## src/hw/asmm_pkg.sv

```systemverilog
package asmm_pkg;

	// ***************************************************************
	// Datapath widths and bit positions
	// ***************************************************************
	localparam int unsigned ASMM_W      = 32;
	localparam int unsigned ASMM_PW     = 64;
	localparam int unsigned ASMM_SHW    = 5;
	localparam int unsigned ASMM_MSB    = 31;
	localparam int unsigned ASMM_P_SIGN = 63;
	localparam int unsigned ASMM_P_HI   = 62;
	localparam int unsigned ASMM_P_LO   = 31;

	// ***************************************************************
	// Bus map: one control/status word, one flag word
	// ***************************************************************
	localparam logic [11:0] ASMM_FLAGS_OFS = 12'h000;
	localparam logic [11:0] ASMM_CTRL_OFS  = 12'h004;
	localparam logic [3:0]  ASMM_FLAGS_RST = 4'h0;
	localparam int unsigned ASMM_FZ = 3;
	localparam int unsigned ASMM_FN = 2;
	localparam int unsigned ASMM_FC = 1;
	localparam int unsigned ASMM_FV = 0;
	localparam int unsigned ASMM_FW        = 4;
	localparam int unsigned ASMM_HALT_BIT  = 0;
	localparam int unsigned ASMM_ISSUE_BIT = 1;

	// ***************************************************************
	// Operation select (one-hot)
	// ***************************************************************
	typedef enum logic [4:0]
	{
		ASMM_OP_SHR = 5'h01,
		ASMM_OP_MAX = 5'h02,
		ASMM_OP_MIN = 5'h04,
		ASMM_OP_MOV = 5'h08,
		ASMM_OP_MUL = 5'h10
	} asmm_op_e;

endpackage

```

## src/hw/asmm_shifter.sv

```systemverilog
`timescale 1ns/100ps
module asmm_shifter
	import asmm_pkg::*;
(
	input  wire logic [asmm_pkg::ASMM_W-1:0]   src_val,
	input  wire logic [asmm_pkg::ASMM_SHW-1:0] shift_amt,
	output logic      [asmm_pkg::ASMM_W-1:0]   shifted,
	output logic                               last_out
);
	// ***************************************************************
	// Logical right shift with last bit shifted out
	// ***************************************************************
	logic [ASMM_W:0] ext_w;

	// Extra low bit catches the bit that falls off last
	assign ext_w    = {src_val, 1'b0} >> shift_amt;            // RULE_01
	assign shifted  = ext_w[ASMM_W:1];                           // RULE_01
	assign last_out = (shift_amt != '0) ? ext_w[0] : 1'b0;       // RULE_02
endmodule

```

## src/hw/asmm_multiplier.sv

```systemverilog
`timescale 1ns/100ps
module asmm_multiplier
	import asmm_pkg::*;
(
	input  wire logic [asmm_pkg::ASMM_W-1:0] op_a,
	input  wire logic [asmm_pkg::ASMM_W-1:0] op_b,
	output logic      [asmm_pkg::ASMM_W-1:0] prod_lo,
	output logic                             prod_neg,
	output logic                             prod_ovf
);
	// ***************************************************************
	// Signed 32x32 product, low word kept
	// ***************************************************************
	logic signed [ASMM_PW-1:0] prod_w;

	// Single-cycle combinational multiply; timing left to synthesis
	assign prod_w   = $signed(op_a) * $signed(op_b);               // RULE_12
	assign prod_lo  = prod_w[ASMM_W-1:0];                           // RULE_12
	assign prod_neg = prod_w[ASMM_P_SIGN];                          // RULE_13
	// Overflow when any of bits 62:31 disagrees with the sign
	assign prod_ovf = (prod_w[ASMM_P_HI:ASMM_P_LO]
		!= {(ASMM_P_HI-ASMM_P_LO+1){prod_w[ASMM_P_SIGN]}});        // RULE_14
endmodule

```

## src/hw/asmm_alu.sv

```systemverilog
// Behaviour
// [RULE_01] Right shift of first source by low five bits of second, zero fill
// [RULE_02] With flags, carry is last bit shifted out; zero amount clears it
// [RULE_03] Shift and copy set zero and negative from result; overflow kept
// [RULE_04] Flags change only when the flag-set request is present; a bus write to the flag word while halted also sets them
// [RULE_05] Result write and flags happen only when condition is true
// [RULE_06] Maximum picks second source when signed second >= first
// [RULE_07] Maximum flags: zero, negative, overflow from first minus second
// [RULE_08] Maximum carry set when second source was selected
// [RULE_09] Minimum picks second source when signed second <= first
// [RULE_10] Minimum flags as maximum; carry set when second selected
// [RULE_11] Copy passes source unchanged; carry and overflow untouched
// [RULE_12] Signed multiply writes low 32 bits of 64-bit product
// [RULE_13] Multiply zero from written word, negative from product sign; carry kept
// [RULE_14] Multiply overflow when product bits 62:31 differ from sign
// [RULE_15] Subtract overflow: signs differ and result sign differs from first
`timescale 1ns/100ps
module asmm_alu
	import asmm_pkg::*;
(
	input  wire logic                          core_clk,
	input  wire logic                          rst,
	input  wire logic                          clk_en,
	input  wire logic                          issue_valid,
	input  wire asmm_pkg::asmm_op_e            op_sel,
	input  wire logic [asmm_pkg::ASMM_W-1:0]   src1,
	input  wire logic [asmm_pkg::ASMM_W-1:0]   src2,
	input  wire logic                          condition_select,
	input  wire logic                          flag_set_req,
	output logic      [asmm_pkg::ASMM_W-1:0]   result_q,
	output logic                               result_we_q,
	output logic                               flags_we_q,
	output logic                               flag_z_q,
	output logic                               flag_n_q,
	output logic                               flag_c_q,
	output logic                               flag_v_q,
	input  wire logic                          psel,
	input  wire logic                          penable,
	input  wire logic                          pwrite,
	input  wire logic [11:0]                   paddr,
	input  wire logic [31:0]                   pwdata,
	output logic      [31:0]                   prdata,
	output logic                               pready,
	output logic                               pslverr
);
	import asmm_pkg::*;

	// ***************************************************************
	// Sub-units
	// ***************************************************************
	logic [ASMM_W-1:0] shr_w;
	logic              shr_c_w;
	logic [ASMM_W-1:0] mul_w;
	logic              mul_n_w;
	logic              mul_v_w;

	asmm_shifter u_shift
	(
		.src_val   (src1),
		.shift_amt (src2[ASMM_SHW-1:0]),
		.shifted   (shr_w),
		.last_out  (shr_c_w)
	);

	asmm_multiplier u_mul
	(
		.op_a     (src1),
		.op_b     (src2),
		.prod_lo  (mul_w),
		.prod_neg (mul_n_w),
		.prod_ovf (mul_v_w)
	);

	// ***************************************************************
	// Compare path for maximum and minimum
	// ***************************************************************
	logic [ASMM_W-1:0] diff_w;
	logic              sub_v_w;
	logic              ge_w;
	logic              le_w;
	logic              eq_w;

	assign diff_w  = src1 - src2;                                 // RULE_07
	// Signs differ and result sign left first source's sign
	assign sub_v_w = (src1[ASMM_MSB] ^ src2[ASMM_MSB])
		& (diff_w[ASMM_MSB] ^ src1[ASMM_MSB]);                    // RULE_15
	assign eq_w    = (src1 == src2);                              // RULE_07
	assign ge_w    = ($signed(src2) >= $signed(src1));            // RULE_06
	assign le_w    = ($signed(src2) <= $signed(src1));            // RULE_09

	// ***************************************************************
	// Flag register state and bus-visible controls
	// ***************************************************************
	logic [3:0] flags_q;
	logic [3:0] flags_d;
	logic       halt_q;
	logic       halt_d;
	logic [31:0] prdata_d;

	// ***************************************************************
	// Result and next-flag selection
	// ***************************************************************
	logic [ASMM_W-1:0] res_w;
	logic [3:0]        newf_w;
	logic              shr_z_w;
	logic              mov_z_w;
	logic              mul_z_w;

	// Zero tests sit on each unit's own output, not on the selected
	// result, so the selector below never feeds back into itself
	assign shr_z_w = (shr_w == '0);                               // RULE_03
	assign mov_z_w = (src1 == '0);                                // RULE_03
	assign mul_z_w = (mul_w == '0);                               // RULE_13

	// Carry and overflow default to held values per operation
	always_comb
	begin
		res_w  = src1;
		newf_w = flags_q;
		unique case (op_sel)
			ASMM_OP_SHR:
			begin
				res_w = shr_w;                                    // RULE_01
				newf_w[ASMM_FZ] = shr_z_w;                        // RULE_03
				newf_w[ASMM_FN] = res_w[ASMM_MSB];                // RULE_03
				newf_w[ASMM_FC] = shr_c_w;                        // RULE_02
			end
			ASMM_OP_MAX:
			begin
				res_w = ge_w ? src2 : src1;                       // RULE_06
				newf_w[ASMM_FZ] = eq_w;                           // RULE_07
				newf_w[ASMM_FN] = diff_w[ASMM_MSB];               // RULE_07
				newf_w[ASMM_FV] = sub_v_w;                        // RULE_07
				newf_w[ASMM_FC] = ge_w;                           // RULE_08
			end
			ASMM_OP_MIN:
			begin
				res_w = le_w ? src2 : src1;                       // RULE_09
				newf_w[ASMM_FZ] = eq_w;                           // RULE_10
				newf_w[ASMM_FN] = diff_w[ASMM_MSB];               // RULE_10
				newf_w[ASMM_FV] = sub_v_w;                        // RULE_10
				newf_w[ASMM_FC] = le_w;                           // RULE_10
			end
			ASMM_OP_MOV:
			begin
				res_w = src1;                                     // RULE_11
				newf_w[ASMM_FZ] = mov_z_w;                        // RULE_03
				newf_w[ASMM_FN] = res_w[ASMM_MSB];                // RULE_03
			end
			ASMM_OP_MUL:
			begin
				res_w = mul_w;                                    // RULE_12
				newf_w[ASMM_FZ] = mul_z_w;                        // RULE_13
				newf_w[ASMM_FN] = mul_n_w;                        // RULE_13
				newf_w[ASMM_FV] = mul_v_w;                        // RULE_14
			end
			default:
			begin
				res_w  = src1;
				newf_w = flags_q;
			end
		endcase
	end

	// ***************************************************************
	// Commit qualification
	// ***************************************************************
	logic exec_w;
	logic fupd_w;
	logic bus_wr_w;
	logic bus_rd_w;
	logic sel_flags_w;
	logic sel_ctrl_w;

	// Software halt blocks issue so bus writes never race the pipeline
	assign exec_w   = issue_valid & condition_select & ~halt_q;   // RULE_05
	assign fupd_w   = exec_w & flag_set_req;                      // RULE_04
	assign sel_flags_w = (paddr == ASMM_FLAGS_OFS);
	assign sel_ctrl_w  = (paddr == ASMM_CTRL_OFS);
	assign bus_wr_w = psel & penable & pwrite;
	assign bus_rd_w = psel & ~penable & ~pwrite;

	// ***************************************************************
	// Bus word fields
	// ***************************************************************
	logic [ASMM_FW-1:0] wr_flags_w;
	logic               wr_halt_w;
	logic               unmapped_w;
	logic [31:0]        rd_flags_word_w;
	logic [31:0]        rd_ctrl_word_w;

	// Upper bits read as zero and are dropped on write
	assign wr_flags_w      = pwdata[ASMM_FW-1:0];
	assign wr_halt_w       = pwdata[ASMM_HALT_BIT];
	assign unmapped_w      = ~(sel_flags_w | sel_ctrl_w);
	assign rd_flags_word_w = {{(ASMM_W-ASMM_FW){1'b0}}, flags_q};

	// Control word: halt bit and a live view of the issue strobe
	always_comb
	begin
		rd_ctrl_word_w                 = '0;
		rd_ctrl_word_w[ASMM_HALT_BIT]  = halt_q;
		rd_ctrl_word_w[ASMM_ISSUE_BIT] = issue_valid;
	end

	// Bus write to the flag word only takes hold while halted;
	// a datapath update in the same cycle wins over the bus
	always_comb
	begin
		flags_d = flags_q;
		halt_d  = halt_q;
		if (fupd_w)
			flags_d = newf_w;                                     // RULE_04
		else if (bus_wr_w & sel_flags_w & halt_q)
			flags_d = wr_flags_w;
		if (bus_wr_w & sel_ctrl_w)
			halt_d = wr_halt_w;
	end

	// Read data registered in setup so the access phase sees it
	always_comb
	begin
		prdata_d = prdata;
		if (bus_rd_w)
		begin
			if (sel_flags_w)
				prdata_d = rd_flags_word_w;
			else if (sel_ctrl_w)
				prdata_d = rd_ctrl_word_w;
			else
				prdata_d = '0;
		end
	end

	// ***************************************************************
	// Registers
	// ***************************************************************
	logic [ASMM_W-1:0] result_d;

	// Result holds between executed operations
	assign result_d = exec_w ? res_w : result_q;                  // RULE_05

	// Flag word; clock enable low freezes it like every other flop
	always_ff @(posedge core_clk)
	begin
		if (rst)
			flags_q <= ASMM_FLAGS_RST;
		else if (clk_en)
			flags_q <= flags_d;                                   // RULE_04
	end

	// Software halt; reset releases the issue path
	always_ff @(posedge core_clk)
	begin
		if (rst)
			halt_q <= 1'b0;
		else if (clk_en)
			halt_q <= halt_d;
	end

	// Write-back result and one-cycle pulses; a frozen clock enable
	// stretches a pulse, which the pipeline must allow for
	always_ff @(posedge core_clk)
	begin
		if (rst)
		begin
			result_q    <= '0;
			result_we_q <= 1'b0;
			flags_we_q  <= 1'b0;
		end
		else if (clk_en)
		begin
			result_q    <= result_d;                              // RULE_05
			result_we_q <= exec_w;                                // RULE_05
			flags_we_q  <= fupd_w;                                // RULE_04
		end
	end

	// Bus read data, captured in the setup cycle
	always_ff @(posedge core_clk)
	begin
		if (rst)
			prdata <= '0;
		else if (clk_en)
			prdata <= prdata_d;
	end

	// ***************************************************************
	// Outputs
	// ***************************************************************
	assign flag_z_q = flags_q[ASMM_FZ];
	assign flag_n_q = flags_q[ASMM_FN];
	assign flag_c_q = flags_q[ASMM_FC];
	assign flag_v_q = flags_q[ASMM_FV];
	// Zero-wait slave; unmapped addresses answer with an error.
	// No wait state is needed while clk_en is high, since read data is captured in the setup cycle
	assign pready   = 1'b1;
	assign pslverr  = psel & penable & unmapped_w;
endmodule

```

## config.mk

```make
export PLATFORM = sky130hd
export DESIGN_NAME = asmm_alu
export DESIGN_NICKNAME = d
export VERILOG_FILES = /design/src/hw/asmm_pkg.sv /design/src/hw/asmm_shifter.sv /design/src/hw/asmm_multiplier.sv /design/src/hw/asmm_alu.sv
export SDC_FILE = /design/constraint.sdc
export NUM_CORES = 2
export LEC_CHECK = 0
export ABC_AREA = 1
export BUFFER_PORTS_ARGS = -buffer_cell sky130_fd_sc_hd__buf_2
export CORE_MARGIN = 2
export CORE_UTILIZATION = 45
export DETAILED_ROUTE_END_ITERATION = 7
export PLACE_DENSITY = 0.67
export SLEW_MARGIN = 15
export SYNTH_ARGS = -nofsm -noshare
export SYNTH_HDL_FRONTEND = slang
export SYNTH_SLANG_ARGS = --single-unit
```

## constraint.sdc

```tcl
create_clock -name core_clk -period 7.7 [get_ports core_clk]
set_input_delay 0 -clock core_clk [delete_from_list [all_inputs] [get_ports core_clk]]
set_output_delay 0 -clock core_clk [all_outputs]
set_load 0.01 [all_outputs]
```

* Word level (Yosys, flattened, before mapping)
Cells that the tools add are included.
Operators by class: multipliers 1, reduce and logical (&&, ||, !) cells 13, bitwise operators 19, $add $sub $neg 1, magnitude comparators 2, mux-type cells 11, shift operators 1, equality and inequality tests 11
Operators by type and width (number):
- $pmux W32 S4 | 1
- $logic_not A32 Y1 | 3
- $mul A32 B32 Y64 | 1
- $mux W32 | 2
- $shr A33 B5 Y33 | 1
- $eq A32 B32 Y1 | 1
- $ge A32 B32 Y1 | 1
- $le A32 B32 Y1 | 1
- $ne A32 B32 Y1 | 1
- $sub A32 B32 Y32 | 1
- $and A1 B1 Y1 | 12
- $eq A12 B3 Y1 const B | 1
- $logic_not A12 Y1 | 1
- $mux W4 | 3
- $reduce_and A3 Y1 | 3
- $pmux W2 S4 | 1
- $reduce_and A2 Y1 | 3
- $eq A5 B1 Y1 const B | 1
- $eq A5 B2 Y1 const B | 1
- $eq A5 B3 Y1 const B | 1
- $eq A5 B4 Y1 const B | 1
- $eq A5 B5 Y1 const B | 1
- $ne A5 B2 Y1 const B | 1
- $reduce_bool A5 Y1 | 1
- 11 further kinds | 15
Word-level totals: register bits 71, logic and storage cells 67

* Logic depth before layout (Yosys ltp)
depth in word-level cells 6, depth in mapped cells 44

* Cells and area by module
From an unflattened synthesis, not the netlist that was laid out.
Unflattened totals: cell total of the unflattened synthesis 6579, area total of the unflattened synthesis 47199.0 sq um
Modules (own cells, without submodules):
- asmm_multiplier | cells an instance 5392, area each 40166.0 sq um, times used 1
- asmm_alu | cells an instance 820, area each 5337.6 sq um, times used 1
- asmm_shifter | cells an instance 367, area each 1695.4 sq um, times used 1

* Worst setup path before layout
No wires, ideal clock.
path type input port to flip-flop, start input src2[2] (netlist name), end register flags_q[0], path buffers 3, setup time 0.119 ns, cell stages on the path 34, setup slack 0.002 ns, data arrival time 7.579 ns, required time 7.581 ns, cells stage by stage clkbuf_1 > clkbuf_1 > clkbuf_1 > nand2_1 > inv_1 > fa_1 > fa_1 > fa_1 > fa_1 > inv_1 > fa_1 > inv_1 > fa_1 > inv_1 > fa_1 > inv_1 > fa_1 > ha_1 > nand2_1 > nor2_1 > inv_1 > nor3_1 > nand2_1 > or2_2 > nand4_1 > nand2_1 > nand2_1 > nand2_1 > nor2_1 > nand3_1 > nor2_1 > nand3_1 > nand2_1 > a21oi_1
On the way: word-level cells in the longest chain between the ends 5
Ends and longest elaborated chain:
- start, declared | line asmm_alu.sv:27 | input wire logic [asmm_pkg::ASMM_W-1:0] src2,
- branches (longest 3 deep; another with $mul A32 B32 Y64)
- $pmux W1 S2 (*) | line asmm_alu.sv:120 | unique case (op_sel)
- $mux W4 (*) | line asmm_alu.sv:212 | if (fupd_w)
- end signal, assigned | line asmm_alu.sv:249 | flags_q <= flags_d;
- end, declared | line asmm_alu.sv:94 | logic [3:0] flags_q;
Every way passes the cells marked *. A chain may end at the register's enable or synchronous reset.

* Final worst setup path
start input src2[11] (netlist name), end register flags_q[2]
On the way: word-level cells in the longest chain between the ends 3
Ends and longest elaborated chain (line):
- $mul A32 B32 Y64 / $sub A32 B32 Y32 (equally long branches) | asmm_multiplier.sv:17, asmm_alu.sv:83
- $pmux W2 S4 (*) | asmm_alu.sv:120
- $mux W4 (*) | asmm_alu.sv:212
Mark *: on every way between the ends. The rest lies on a longest branch, timed or not.

==> metrics.yaml <==
status: "completed"
fin_util: 0.5078
htreeDepth: 2
critical_path_class: "input port to flop"
cts.sinks: 43
area_delta_synth_final_pct: 11.90
cts_buffer_depth: 2
fin_area_um2: 50780
period_share: 0.9666
hold_path.class: "input port to flop"
seqCellArea_um2: 860.8
wl_met1_mm: 61.65
synth.distinct_cells: 50
cp-start-kind: "input port"
grt_overflow: 0
cpMostUsedCell: "fa_1"
synth_edf_count: 0
numCtsBuffers: 5
slowest_stage: "fa_1"
min_period_ns: 7.443
start_util: 0.4538
setup_viol: 0
wl_met2_mm: 71.46
cp_slowest_stage_delay_ns: 0.57
avgSynthCellArea_um2: 7.417
ant_nets: 0
crit_required_ns: 7.92
cp-end-kind: "flop"
crit_start: "src2[11]"
timing.fmax_mhz: 134.4
netlist_area_um2: 45380
yosysTopAreaCellShare: 0.4773
synthArstFlopShare: 0
gp_congestion: 1.000
finalClockSkew_ns: 0.01294
synthTopCellsByArea: "fa_1 48%, inv_1 15%, nand2_1 14%"
drc: 0
syn-instance-count: 6118
synth_most_common_cell: "inv_1"
synth-main-ff-cell: "dfxtp_1"
firstDrtPassIters: 6
nets: 7895
yosysTopAreaCell: "fa_1"
hold_viol_final: 0
top_layer: "met5"
multi_input_area_um2: 36610
worst_pin_slew_ns: 1.086
wl_per_cell_um: 19.58
max_slew_margin: 0.2752
rr_startpoint: "halt_q$_SDFFE_PP0P_"
vias: 39406
drt_wl_total_mm: 151.0
grt_pass1_vias: 41077
dpl-instance-area_um2: 50550
port_buffers: 136
ios: 194
cap_violations: 0
die_y_um: 321.6
core_area_um2: 100000
yosys-top-cells-count: "1774 x inv_1, 1670 x nand2_1, 1082 x fa_1"
worstPathArrival_ns: 7.67
cts_setup_buffers: 0
cts_tree: "yes"
rsz0062_at_grt: "no"
num_rows: 116
grt_use_total: 0.3011
fill_cells: 9715
cts_root_buffer: "clkbuf_16"
crit_fanout: 18
drive_gt1_frac: 0.09682
worst_slack_ns: 0.2574
grt_max_degree: 38
worstHoldStart: "pwdata[2]"
yosysSeqAreaShare: 0.01897
clk_pin_slew_worst_paths_ns: 0.06
met3_length_mm: 13.56
synth-seq-cells: 43
grt_first_pass_wirelength_mm: 237.7
hpwl_mm: 133.5
antenna_found_initial: 6
vias_per_cell: 5.109
die_w_um: 321.6
yosysWarnings: 0
die_area_um2: 103400
pre_cts_slack_ns: -0.06472
drv_slew: 0
insertion_delay_ns: 0.30
drt_iter0_markers: 3475
==> stage by stage <==
stage,instances,hold slack (ns),TNS (ns)
floorplan,6145,0.1246,0
global placement,7702,0.2808,-0.09378
detailed placement,7702,0.2797,-0.1537
CTS,7712,0.006811,0
global route,7713,0.008086,0
finish,7713,0.02755,0
==> flip-flops by register name, summed over array words and instances, names as in the netlist <==
signal       flops
result_we_q      1
prdata           4
flags_q          4
result_q        32
halt_q           1
flags_we_q       1
==> cell type report <==
cell class,count,area share
Antenna cell,1,0.00004928
Clock buffer,5,0.002464
Clock inverter,3,0.0005175
Inverter,1776,0.1313
Multi-Input combinational cell,3999,0.7210
Sequential cell,43,0.01695
Tap cell,1298,0.03198
Timing Repair Buffer,588,0.09571
==> worst paths after layout <==
check | to | slack [ns] | cells past startpoint
max | flags_q[2]$_SDFFE_PP0P_ | 0.26 | 32
min | flags_q[2]$_SDFFE_PP0P_ | 0.03 | 3
min reg2reg | result_q[16]$_SDFFE_PP0P_ | 0.47 | 2
max reg2reg | flags_q[0]$_SDFFE_PP0P_ | 5.49 | 9
==> kinds of logic (layout without fill, tap and decap cells) <==
logic type / after synthesis / count (layout) / synth area share
AND/OR/NAND/NOR: 2158 / 2158 / 0.1893
buffers and inverters: 2103 / 2372 / 0.1771
adder cells (fa/ha/maj): 1360 / 1360 / 0.5540
AO/OA/AOI/OAI: 403 / 403 / 0.05096
XOR/XNOR: 47 / 47 / 0.009072
flip-flops: 43 / 43 / 0.01897
other: 2 / 30 / 0.0001655
multiplexers: 2 / 2 / 0.0004412
==> layout by cell type, fill, tap and decap left out, types with 4 or more instances in the layout <==
cell type and n:
inv_1 1774, nand2_1 1670, fa_1 1082, buf_4 390, ha_1 276, nor2_1 216, a21oi_1 158, nand3_1 155
o21ai_0 133, buf_2 124, buf_12 60, nand4_1 52, dfxtp_1 43, o211ai_1 42, xor2_1 29, conb_1 29
nor3_1 21, xnor2_1 18, o21bai_1 18, nor4_1 13, clkbuf_4 12, a221oi_1 11, a31oi_1 8, or2_2 6
nand3b_1 5, nor2_2 5, a21o_1 5, clkbuf_16 5, nand2_2 4, a21boi_0 4, and2_1 4, o21a_1 4
a211oi_1 4
==> metal layers <==
layer  vias up  global-route usage
li1      17923                   -
met1     19696              0.4093
met4         8             0.07394
met2      1552              0.4986
met5         -                   0
met3       227             0.05401
==> worst max-delay path: cells and delay by family <==
family          cells  cell delay [ns]
compound gates      3             0.42
xor+xnor            1             0.14
fa+ha+maj          10             4.68
buf+inv             9             1.26
simple gates        9             1.14
==> repair_timing <==
item | CTS | global route
resized for setup | 0 | 20
hold buffers | 2 | 0
setup endpoints to repair | 0 | 6
hold endpoints to repair | 2 | 0
Power is left out: the tool's default activity adds up to more than one toggle a clock period on the data nets, which glitch-free logic cannot reach.
